**config.mk**
```make
export PLATFORM = sky130hd
export DESIGN_NAME = sscd_top
export DESIGN_NICKNAME = d
export VERILOG_FILES = /design/src/hdl/sscd_pkg.sv /design/src/hdl/sscd_top.sv
export SDC_FILE = /design/constraint.sdc
export NUM_CORES = 1
export LEC_CHECK = 0
export ABC_AREA = 1
export BUFFER_PORTS_ARGS = -buffer_cell sky130_fd_sc_hd__buf_4
export CAP_MARGIN = 5
export CORE_MARGIN = 3
export CORE_UTILIZATION = 55
export CTS_CLUSTER_DIAMETER = 100
export CTS_CLUSTER_SIZE = 14
export DETAILED_ROUTE_END_ITERATION = 10
export PLACE_DENSITY_LB_ADDON = 0.3
export SLEW_MARGIN = 15
export SYNTH_ARGS = -nofsm -noshare
export SYNTH_HDL_FRONTEND = slang
export SYNTH_SLANG_ARGS = --single-unit
```
**constraint.sdc**
```tcl
create_clock -name clk -period 2.65 [get_ports clk]
set_clock_uncertainty 0.15 [all_clocks]
set_input_delay 0.53 -clock clk [delete_from_list [all_inputs] [get_ports clk]]
set_output_delay 0.53 -clock clk [all_outputs]
set_load 0.02 [all_outputs]
```
**src/hdl/sscd_pkg.sv**
```systemverilog
// shared constants for the suspend, strap and card detect block
`default_nettype none
package sscd_pkg;
  // strap capture happens a fixed number of cycles after reset release
  localparam int unsigned STRAP_DELAY_NS = 400;
  localparam int unsigned CLK_PERIOD_NS = 100;
  localparam int unsigned STRAP_CYC_RAW = (STRAP_DELAY_NS + CLK_PERIOD_NS - 1)
                                          / CLK_PERIOD_NS;
  localparam logic [3:0] STRAP_CYC = 4'(STRAP_CYC_RAW < 1 ? 1 : STRAP_CYC_RAW);
  // card reset held this many cycles after the card appears
  localparam int unsigned CARD_RST_NS = 1000;
  localparam int unsigned CARD_RST_RAW = (CARD_RST_NS + CLK_PERIOD_NS - 1)
                                         / CLK_PERIOD_NS;
  localparam logic [3:0] CARD_RST_CYC = 4'(CARD_RST_RAW);
  localparam logic [1:0] SYNC_RST_VAL = 2'h3; // low-active inputs idle high
  typedef enum logic [1:0] {SSCD_CARD_EMPTY, SSCD_CARD_RESET,
                            SSCD_CARD_RUN} sscd_card_state_t;
endpackage
`default_nettype wire

```
**src/hdl/sscd_top.sv**
```systemverilog
// suspend masking, speaker strap and usb card detect/reset logic
`default_nettype none
// Contract
// - suspend asserted masks the host bus reset
// - speaker pin low at reset selects rom
// - speaker pin carries card audio normally
// - monitor low-active usb card presence input
// - drive low-active reset to usb card
module sscd_top (
  // clock and reset
  input wire logic clk,
  input wire logic sys_rst,
  // host side
  input wire logic host_bus_reset_n,
  input wire logic hw_suspend_n,
  // speaker pin, two-way
  input wire logic speaker_out_strap_i,
  output logic speaker_out_strap_o,
  output logic speaker_out_strap_oe,
  input wire logic card_speaker_n,
  // usb card socket
  input wire logic usb_card_present_n,
  output logic expansion_card_reset_n,
  // status
  output logic serial_rom_mode,
  output logic card_inserted,
  output logic internal_reset
);
  import sscd_pkg::*;

  logic [1:0] susp_sync_q;
  logic [1:0] pres_sync_q;
  logic suspended;
  logic strap_done_q;
  logic [3:0] strap_cnt_q;
  logic rom_mode_q;
  logic [3:0] card_cnt_q;
  logic card_rst_n_q;
  logic spk_q;
  logic int_rst_q;
  sscd_card_state_t card_state_q;

  // two-flop synchronisers, second stage only is used
  // reset to idle high, so no false suspend or insertion follows reset
  always_ff @(posedge clk)
  begin
    if (sys_rst)
    begin
      susp_sync_q <= SYNC_RST_VAL;
      pres_sync_q <= SYNC_RST_VAL;
    end
    else
    begin
      susp_sync_q <= {susp_sync_q[0], hw_suspend_n};
      pres_sync_q <= {pres_sync_q[0], usb_card_present_n};
    end
  end

  assign suspended = ~susp_sync_q[1];

  // host reset is ignored while suspended so the host io supply may drop;
  // the host must order serial irq around suspend, we do not check it;
  // no serial irq input reaches this block, so the host model keeps it
  always_ff @(posedge clk)
  begin
    if (sys_rst)
      int_rst_q <= 1'b1;
    else if (!suspended)
      int_rst_q <= ~host_bus_reset_n;
  end

  assign internal_reset = int_rst_q;

  // strap window: pin released for a few cycles, then sampled once
  // a host reset restarts the window, so the strap is taken again
  always_ff @(posedge clk)
  begin
    if (sys_rst || int_rst_q)
    begin
      strap_cnt_q <= 4'h0;
      strap_done_q <= 1'b0;
      rom_mode_q <= 1'b0;
    end
    else if (!strap_done_q)
    begin
      strap_cnt_q <= strap_cnt_q + 4'h1;
      if (strap_cnt_q == STRAP_CYC)
      begin
        strap_done_q <= 1'b1;
        rom_mode_q <= ~speaker_out_strap_i;
      end
    end
  end

  assign serial_rom_mode = rom_mode_q;

  // audio output registered; card line is low-active, pin is true level
  always_ff @(posedge clk)
  begin
    if (sys_rst)
      spk_q <= 1'b0;
    else
      spk_q <= ~card_speaker_n;
  end

  // pin only driven after the strap is taken, else the pull-down loses
  assign speaker_out_strap_o = spk_q;
  assign speaker_out_strap_oe = strap_done_q;

  // card presence and reset sequencing
  always_ff @(posedge clk)
  begin
    if (sys_rst || int_rst_q)
    begin
      card_state_q <= SSCD_CARD_EMPTY;
      card_cnt_q <= 4'h0;
      card_rst_n_q <= 1'b0;
    end
    else
    begin
      unique case (card_state_q)
        SSCD_CARD_EMPTY:
        begin
          card_rst_n_q <= 1'b0;
          card_cnt_q <= 4'h0;
          if (!pres_sync_q[1])
            card_state_q <= SSCD_CARD_RESET;
        end
        SSCD_CARD_RESET:
        begin
          card_cnt_q <= card_cnt_q + 4'h1;
          if (pres_sync_q[1])
            card_state_q <= SSCD_CARD_EMPTY;
          else if (card_cnt_q == CARD_RST_CYC - 4'h1)
          begin
            card_state_q <= SSCD_CARD_RUN;
            card_rst_n_q <= 1'b1;
          end
        end
        SSCD_CARD_RUN:
        begin
          if (pres_sync_q[1]) // removal asserts reset at once
          begin
            card_state_q <= SSCD_CARD_EMPTY;
            card_rst_n_q <= 1'b0;
          end
        end
        // stray code falls back to empty; card reset keeps its value until empty drives it low
        default:
          card_state_q <= SSCD_CARD_EMPTY;
      endcase
    end
  end

  assign expansion_card_reset_n = card_rst_n_q;
  assign card_inserted = ~pres_sync_q[1];

  // assertions: host reset masking under suspend
  AST_SUSP_MASK: assert property (@(posedge clk)
    disable iff (sys_rst)
    suspended |=> $stable(int_rst_q))
    else $error("internal reset moved while suspended");
  // sampled sys_rst keeps the release edge out of the check
  AST_RST_FOLLOW: assert property (@(posedge clk)
    disable iff (sys_rst)
    !suspended && !sys_rst |=> int_rst_q == !$past(host_bus_reset_n))
    else $error("internal reset did not follow host reset");
  AST_SUSP_SYNC: assert property (@(posedge clk)
    disable iff (sys_rst)
    $fell(hw_suspend_n) ##1 !hw_suspend_n |=> suspended)
    else $error("suspend not seen two cycles later");
  // strap and speaker pin
  AST_STRAP_OE: assert property (@(posedge clk)
    disable iff (sys_rst)
    $rose(strap_done_q) |-> rom_mode_q == !$past(speaker_out_strap_i))
    else $error("strap value wrong");
  AST_ROM_HOLD: assert property (@(posedge clk)
    disable iff (sys_rst)
    strap_done_q && !int_rst_q |=> $stable(serial_rom_mode))
    else $error("strap value changed without a reset");
  AST_SPK: assert property (@(posedge clk)
    disable iff (sys_rst)
    strap_done_q |-> ##1 speaker_out_strap_o == !$past(card_speaker_n))
    else $error("speaker output does not follow card audio");
  // card presence and reset
  AST_PRES: assert property (@(posedge clk)
    disable iff (sys_rst)
    $fell(usb_card_present_n) ##1 !usb_card_present_n |=> card_inserted)
    else $error("presence not reported");
  AST_PRES_GONE: assert property (@(posedge clk)
    disable iff (sys_rst)
    $rose(usb_card_present_n) ##1 usb_card_present_n |=> !card_inserted)
    else $error("removal not reported");
  AST_CARD_RST: assert property (@(posedge clk)
    disable iff (sys_rst || int_rst_q)
    $rose(expansion_card_reset_n) |-> $past(card_inserted, 10))
    else $error("card reset released too early");
  AST_CARD_HOLD: assert property (@(posedge clk)
    disable iff (sys_rst)
    $rose(card_inserted) |=> !expansion_card_reset_n [*8])
    else $error("card reset released during the hold");
  AST_CARD_GONE: assert property (@(posedge clk)
    disable iff (sys_rst)
    !card_inserted |=> !expansion_card_reset_n)
    else $error("card reset not asserted without card");
  AST_HOST_RST_CARD: assert property (@(posedge clk)
    disable iff (sys_rst)
    internal_reset |=> !expansion_card_reset_n)
    else $error("card reset not asserted under host reset");
  // main scenarios
  COV_SUSPEND: cover property (@(posedge clk) disable iff (sys_rst)
    suspended && !host_bus_reset_n);
  COV_ROM: cover property (@(posedge clk) disable iff (sys_rst)
    $rose(strap_done_q) && rom_mode_q);
  COV_CARD_RUN: cover property (@(posedge clk) disable iff (sys_rst)
    $rose(expansion_card_reset_n));
  COV_CARD_CUT: cover property (@(posedge clk) disable iff (sys_rst)
    card_state_q == SSCD_CARD_RESET && !card_inserted);
  COV_HOST_RST_CARD: cover property (@(posedge clk) disable iff (sys_rst)
    internal_reset && card_inserted);
endmodule
`default_nettype wire
```
==> reports/summary.md, run 1 <==
The tools report the cell chosen for the clock root as sky130_fd_sc_hd__clkbuf_4. The most used standard cell by instance count after synthesis is sky130_fd_sc_hd__dfxtp_1. When the netlist entered floorplanning its net count stood at 100. TritonCTS built the clock tree. The hold violation count in the final report was 0.

The worst-case IR drop observed on VDD is 0.636 mV. After routing, the total negative slack on setup checks comes to 0 ns. During synthesis, Yosys emitted a total of 0 warnings.

The startpoint-to-endpoint class of the critical path was reg2out. For the number of maximum-capacitance violations, the log shows 0. In this run, CTS created clock tree buffers numbering 3. Starting density of the core: 0.629. In this run the vertical extent of the chip is 43.1 um. Ranked by total cell area, the synthesized netlist is headed by sky130_fd_sc_hd__dfxtp_1 50%, sky130_fd_sc_hd__ha_1 6.6%, sky130_fd_sc_hd__nand2_1 6.5%. The core region is 0.00120 sq mm. The half-perimeter wire length after detailed placement is 1120 um. After detailed routing, no signal wire sits above met4. Dividing the detail-routed wire length by the instance count gives 12.1 um.

STA classifies the critical path endpoint as an output port. From synthesis to final layout, the design area changed by 18.2%. The tools report the share of the yosys chip area belonging to registers as 0.503. The worst setup path is launched from a flip-flop. The max-slew violation total from the final report came out at 0.

The number of hold-repair buffers added at the cts stage is 0. Cell with the largest stage delay on the worst path: sky130_fd_sc_hd__dfxtp_1. The run gives 618 as the number of global-route vias before repair. The routed length on met3 came out at 76 um.

The first TritonRoute pass finished after 3 iterations. Clock transition at the registers of the reported paths: 0.11 ns. Counting flops and latches in the post-synthesis netlist gives 19. The clock sink total is 19. Buffers added to address setup during post-CTS repair amount to 0.

The run gives 13 as the I/O pin count. After synthesis, the most frequently instantiated cells are 19 x sky130_fd_sc_hd__dfxtp_1, 13 x sky130_fd_sc_hd__nand2_1, 11 x sky130_fd_sc_hd__nor2_1. After floorplanning, the core was divided into 12 placement rows.

For the residual DRC count, the log shows 0. Number of vias after detailed routing: 615. Clock latency on the worst-skew pair, taken at its later pin, is 0.30 ns.

Data on the critical path is required at its endpoint by 1.97 ns. For this run, the post-layout net count is 117. The overall global routing resource usage was 0.190. In this run the static leakage power is 0.369 nW. The fraction of final layout cells sized beyond drive strength 1 was 0.257; the final weighted congestion in routability-driven placement was 0.809.

The antenna cell count was 0; the wire length after detailed routing was 1440 um. The proportion of synthesized flip-flops having asynchronous set or reset came out at 0. The buffer and inverter count on the worst path is 1. Number of cells on the worst reg-to-reg path: 9. The largest total area in the synthesized netlist belongs to sky130_fd_sc_hd__dfxtp_1. After synthesis, the mean cell area works out to 8.49 sq um. The path length in cells of the critical path works out to 1. For the detailed router's first-iteration violation count, the log shows 4.

The logs give 762 um for the sum of met2 wire segment lengths after detailed routing and 0.861 for the worst slew margin relative to its limit. The most frequently used flop master after synthesis was sky130_fd_sc_hd__dfxtp_1. The number of enable-type register cells in the synthesized netlist works out to 0.

Entering global routing, the biggest net connects 13 pins. The residual overflow from global routing was 0; the average vias per placed instance was 5.17. The detail route stage leaves a number of antenna-violating nets equal to 0.

The wire length of the first global-routing pass is 2640 um. The largest single stage delay on the critical path is 0.44 ns. The worst path in the final design needs a cycle of 1.61 ns, including I/O delays and setup. The die covers 0.00186 sq mm. The fraction of post-synthesis cell area in the top cell type by area works out to 0.503.

The number of H-tree levels is 1, and the number of buffers on the longest clock path is 2. Number of gates given a new drive strength after cts: 0. For the worst setup path, the data arrival time is 0.93 ns. The met1 wire length was 582 um. The number of antenna violations at the first check in global routing is 0, and the cell depth of the worst hold path is 2. Synthesis instantiated 21 different standard cells from the library. Summing every instance area after synthesis gives 756 sq um.

The count of buffers inserted at the top-level ports is 12, and the number of standard cells after synthesis is 89. Setup repair after global routing left no endpoint under its margin. The total power per unit cell area is 530 mW/mm^2. Traced cell by cell, the critical path runs through buf_4.

Across all hold checks on the routed design, the worst slack comes to 0.216 ns. In this run the worst hold path is classified as in2reg. Setup violations remaining at the end of the flow were counted as 0. The die is 43.1 um wide.

Of all nets on the critical path, the largest fanout is 6. Derived from the worst setup path, the maximum achievable clock frequency is 623 MHz. The kind of cell adding the most delay to the critical path was flip-flops. The run finished with clean final reports. At the pin with the least slew margin, the transition time is 0.208 ns.

Period utilization: 0.606.
state kept, by name (all words and copies together), names as in the netlist:
register                count
card_cnt_q                  4
speaker_out_strap_o         1
card_state_q                2
susp_sync_q                 2
internal_reset              1
serial_rom_mode             1
strap_cnt_q                 4
expansion_card_reset_n      1
pres_sync_q                 2
speaker_out_strap_oe        1
through the flow:
step           power, mW  cell area [sq um]  worst slack [ns]  std cells   util
2_1_floorplan      0.315                756              1.50         89      -
3_3_place_gp       0.328                863              1.35        115  0.719
3_5_place_dp       0.329                863              1.30        115  0.719
4_1_cts            0.476                893              1.04        119  0.744
5_1_grt            0.489                893             0.999        119  0.744
6_report           0.474                893              1.04        119  0.744
final timing paths:
path	from	end	slack, ns
hold reg to reg	susp_sync_q[0]	susp_sync_q[1]	0.27
setup reg to reg	card_cnt_q[1]	expansion_card_reset_n	1.37
hold / removal	card_speaker_n	speaker_out_strap_o	0.22
setup / recovery	speaker_out_strap_oe	speaker_out_strap_oe	1.04
metal layers:
layer	up-vias	track usage
met5	-	0
met4	0	0.0361
met3	2	0.0720
met2	11	0.341
met1	284	0.212
li1	318	-
cell families after synthesis:
| family | count (synthesis) | share of synthesized area |
|---|---|---|
| AO/OA/AOI/OAI | 16 | 0.124 |
| XOR/XNOR | 1 | 0.0116 |
| adder cells (fa/ha/maj) | 4 | 0.0662 |
| buffers and inverters | 12 | 0.0596 |
| flip-flops | 19 | 0.503 |
| AND/OR/NAND/NOR | 37 | 0.235 |
power breakdown:
| group | internal (mW) | switching [mW] |
|---|---|---|
| Combinational | 0.0137 | 0.0142 |
| Sequential | 0.291 | 0.00338 |
| Clock | 0.0575 | 0.0936 |
area by class of cell:
| class | count | area [sq um] |
|---|---|---|
| sequential | 19 | 380 |
| multi-input combinational | 58 | 330 |
| fill | 87 | 308 |
| timing repair buffer | 12 | 90.1 |
| inverter | 12 | 45.0 |
| clock buffer | 3 | 22.5 |
| tap | 14 | 17.5 |
| clock inverter | 1 | 7.51 |
layout by cell type (no fill, tap or decap):
master,instances
sky130_fd_sc_hd__a211oi_2,1
sky130_fd_sc_hd__dfxtp_1,19
sky130_fd_sc_hd__nand4_1,2
sky130_fd_sc_hd__nand2_1,13
sky130_fd_sc_hd__nor3_2,1
sky130_fd_sc_hd__a31oi_1,1
sky130_fd_sc_hd__nor2_4,1
sky130_fd_sc_hd__nor2_2,1
sky130_fd_sc_hd__o21ai_0,4
sky130_fd_sc_hd__and3_1,1
sky130_fd_sc_hd__clkinvlp_4,1
sky130_fd_sc_hd__ha_1,4
sky130_fd_sc_hd__or2_2,4
sky130_fd_sc_hd__inv_2,2
sky130_fd_sc_hd__o22ai_1,1
sky130_fd_sc_hd__buf_4,12
sky130_fd_sc_hd__clkbuf_4,3
sky130_fd_sc_hd__inv_1,10
sky130_fd_sc_hd__nand3_1,2
sky130_fd_sc_hd__or2_0,1
sky130_fd_sc_hd__o21ai_2,1
sky130_fd_sc_hd__xor2_1,1
sky130_fd_sc_hd__a21oi_1,8
sky130_fd_sc_hd__nor2_1,11
Power figures use the tool's default switching activity.
==> run 2, diff against run 1 <==
--- a/config.mk
+++ b/config.mk
@@ -8,8 +8,9 @@
 export ABC_AREA = 1
 export BUFFER_PORTS_ARGS = -buffer_cell sky130_fd_sc_hd__buf_4
 export CAP_MARGIN = 5
+export CORE_ASPECT_RATIO = 1.25
 export CORE_MARGIN = 3
-export CORE_UTILIZATION = 55
+export CORE_UTILIZATION = 46
 export CTS_CLUSTER_DIAMETER = 100
 export CTS_CLUSTER_SIZE = 14
 export DETAILED_ROUTE_END_ITERATION = 10
==> constraint.sdc (replaced) <==
create_clock -name clk -period 1.3 [get_ports clk]
set_clock_uncertainty 0.15 [all_clocks]
set_input_delay 0.26 -clock clk [delete_from_list [all_inputs] [get_ports clk]]
set_output_delay 0.26 -clock clk [all_outputs]
set_load 0.02 [all_outputs]
==> reports/summary.md, run 2 (synthesis gave the netlist of run 1 again) <==
The library cell used most frequently in the layout, excluding fill and tap cells, is sky130_fd_sc_hd__dfxtp_1. The worst setup path is captured at an output port. The period utilization was 0.965; the smallest setup slack after layout was 0.0450 ns.

Across the VDD grid, the largest voltage drop is 0.711 mV. Buffers placed on the I/O ports in this run total 12. The residual DRC count was 0.

The starting density of the core was 0.516. Critical register-to-register path endpoint: expansion_card_reset_n. The run gives 966 um as the half-perimeter wire length after detailed placement. The worst-margin pin slew is 0.238 ns. The final layout contains routed wiring with a total length of 1500 um.

The critical path ends at speaker_out_strap_oe. The worst-case setup slack after placement is 0.0842 ns, and the number of H-tree levels is 1. Of all nets on the critical path, the largest fanout is 6. The routed wire length per instance came out at 11.7 um.

For this run, the slowest stage of the critical path takes 0.39 ns. Counting I/O delays and the setup requirement, the final critical path takes 1.25 ns. The path class of the lowest-slack min-delay path was in2reg. The tools report the total instance count after detailed placement as 118. In this run the static leakage power is 0.401 nW. The number of antenna violations at the first check in global routing is 0. Buffer and inverter count on the worst path: 1. TritonCTS built the clock tree. For the total number of placement rows, the log shows 15.

The relative area change from synthesis to final layout works out to 30.6%. For the hold violation count in the final report, the log shows 0. The top cell types in the final layout, fill and taps aside, are 14 x sky130_fd_sc_hd__dfxtp_1, 12 x sky130_fd_sc_hd__nand2_1, 12 x sky130_fd_sc_hd__buf_4, 10 x sky130_fd_sc_hd__nor2_1, 9 x sky130_fd_sc_hd__inv_1. For this run the aggregate overflow at the end of global routing stands at 0. The core area was 0.00146 sq mm; the remaining number of nets flagged by the antenna check after routing was 0. Routability-driven placement finished with a final weighted congestion of 0.721. The worst setup path is of the reg2out kind. For the worst slew margin relative to its limit, the log shows 0.841. The clock transition at the registers of the reported paths came out at 0.12 ns. The path length in cells of the critical path is 1. From bottom edge to top edge, the die measures 51.3 um.

The run gives 3 as the clock buffer count from CTS. For the floorplan die area, the log shows 0.00217 sq mm. The first detailed-routing pass took 4 iterations. Power spread over the standard cell area amounts to 992 mW/mm^2.

The tree built by TritonCTS fans out to 19 sinks. After the last flow step, the layout net total stands at 123. The run gives 0.07 ns as the worst setup slack for register-to-register paths. The tools report the detailed router's first-iteration violation count as 7.

The largest registers in the layout are card_cnt_q: 4 flops, strap_cnt_q: 4 flops. The worst setup path is launched from a flip-flop. At the worst endpoint, the required time is 0.89 ns. The average vias per placed instance is 5.03, and the count of final setup violators is 0.

The first global-routing pass estimated 2300 um of wire. The tools report the total negative slack as 0 ns. The tools report the final cell count without fillers as 128.

Among all stages on the critical path, the largest delay is contributed by sky130_fd_sc_hd__dfxtp_4. The worst register-to-register path has a depth of 9. The fraction of final layout cells sized beyond drive strength 1 was 0.333; the placed instance area was 867 sq um. The multi-input combinational cells in the finished layout cover a total of 353 sq um.

The finished cells cover 987 sq um. The tool flagged a number of max-cap violations equal to 0. Walking the worst path, the cells encountered are buf_4. The run gives 584 as the number of global-route vias before repair.

The overall global routing resource usage was 0.141. The kind of cell adding the most delay to the critical path is flip-flops. The register area is 389 sq um, and the max-slew violation total from the final report is 0. The startpoint of the worst register-to-register path is card_cnt_q[1]. The tree is rooted in a sky130_fd_sc_hd__clkbuf_4. During I/O placement, the number of pins put on the boundary was 13. For the worst setup path, the data arrival time is 0.84 ns.

The number of vias after detailed routing is 644. First element of the critical path: speaker_out_strap_oe. The clock reaches the later pin of the worst-skew pair after 0.30 ns. Entering global routing, the biggest net connects 12 pins. The number of buffers on the longest clock path was 2; the maximum clock frequency was 797 MHz. The count of filler cells inserted in the layout is 116, and the antenna cell count is 0. The horizontal die dimension was 42.3 um. The flow ran to the end, and the final reports show no timing, DRC or antenna violations.
[run 2: changes by cell type in the layout (fill, tap and decap cells not counted), sizes merged]
cell	before	now
dlygate4sd3	0	5
buf	12	13
clkinv	0	1
clkinvlp	1	0
[run 2: cell type report]
type,count,share of cell area
flip-flops and latches,19,0.394
multi-input cells,58,0.357
repair buffers,18,0.153
inverters,12,0.0456
clock buffers,3,0.0228
well taps,17,0.0215
clock inverters,1,0.00507
[run 2: power breakdown]
group	internal [mW]	switching (mW)	leakage [nW]	total, mW
Sequential	0.592	0.00723	0.156	0.600
Combinational	0.0390	0.0344	0.228	0.0734
Clock	0.115	0.191	0.0177	0.306
[run 2: worst min-delay path by stage]
stage,slack (ns),depth (start not counted),end,startpoint
2_1_floorplan,0.18,1,speaker_out_strap_o,sys_rst
3_3_place_gp,0.24,1,pres_sync_q[1],pres_sync_q[0]
3_5_place_dp,0.25,1,susp_sync_q[1],susp_sync_q[0]
4_1_cts,0.004,2,speaker_out_strap_o,sys_rst
5_1_grt,0.06,2,pres_sync_q[0],sys_rst
6_report,0.05,2,pres_sync_q[0],sys_rst
[run 2: through the flow]
step | utilization | power (mW) | hold WS (ns)
CTS | 0.639 | 0.971 | 0.00371
detailed placement | 0.592 | 0.672 | 0.249
global placement | 0.592 | 0.668 | 0.243
finish | 0.674 | 0.979 | 0.0539
floorplan | - | 0.641 | 0.177
global route | 0.674 | 1.01 | 0.0582
[run 2: layer usage]
metal,share of wire,vias up,GRT usage
li1,-,334,-
met5,0,-,0
met4,0.017,0,0.0933
met1,0.42,292,0.149
met3,0.031,4,0.0211
met2,0.54,14,0.254
[run 2: what timing repair did]
action | in CTS | in global routing
setup endpoints to repair | 1 | 6
resized for setup | 1 | 13
hold buffers | 4 | 1
hold endpoints to repair | 4 | 1
cloned | 0 | 0
buffers inserted | 0 | 1
pin swaps | 0 | 2
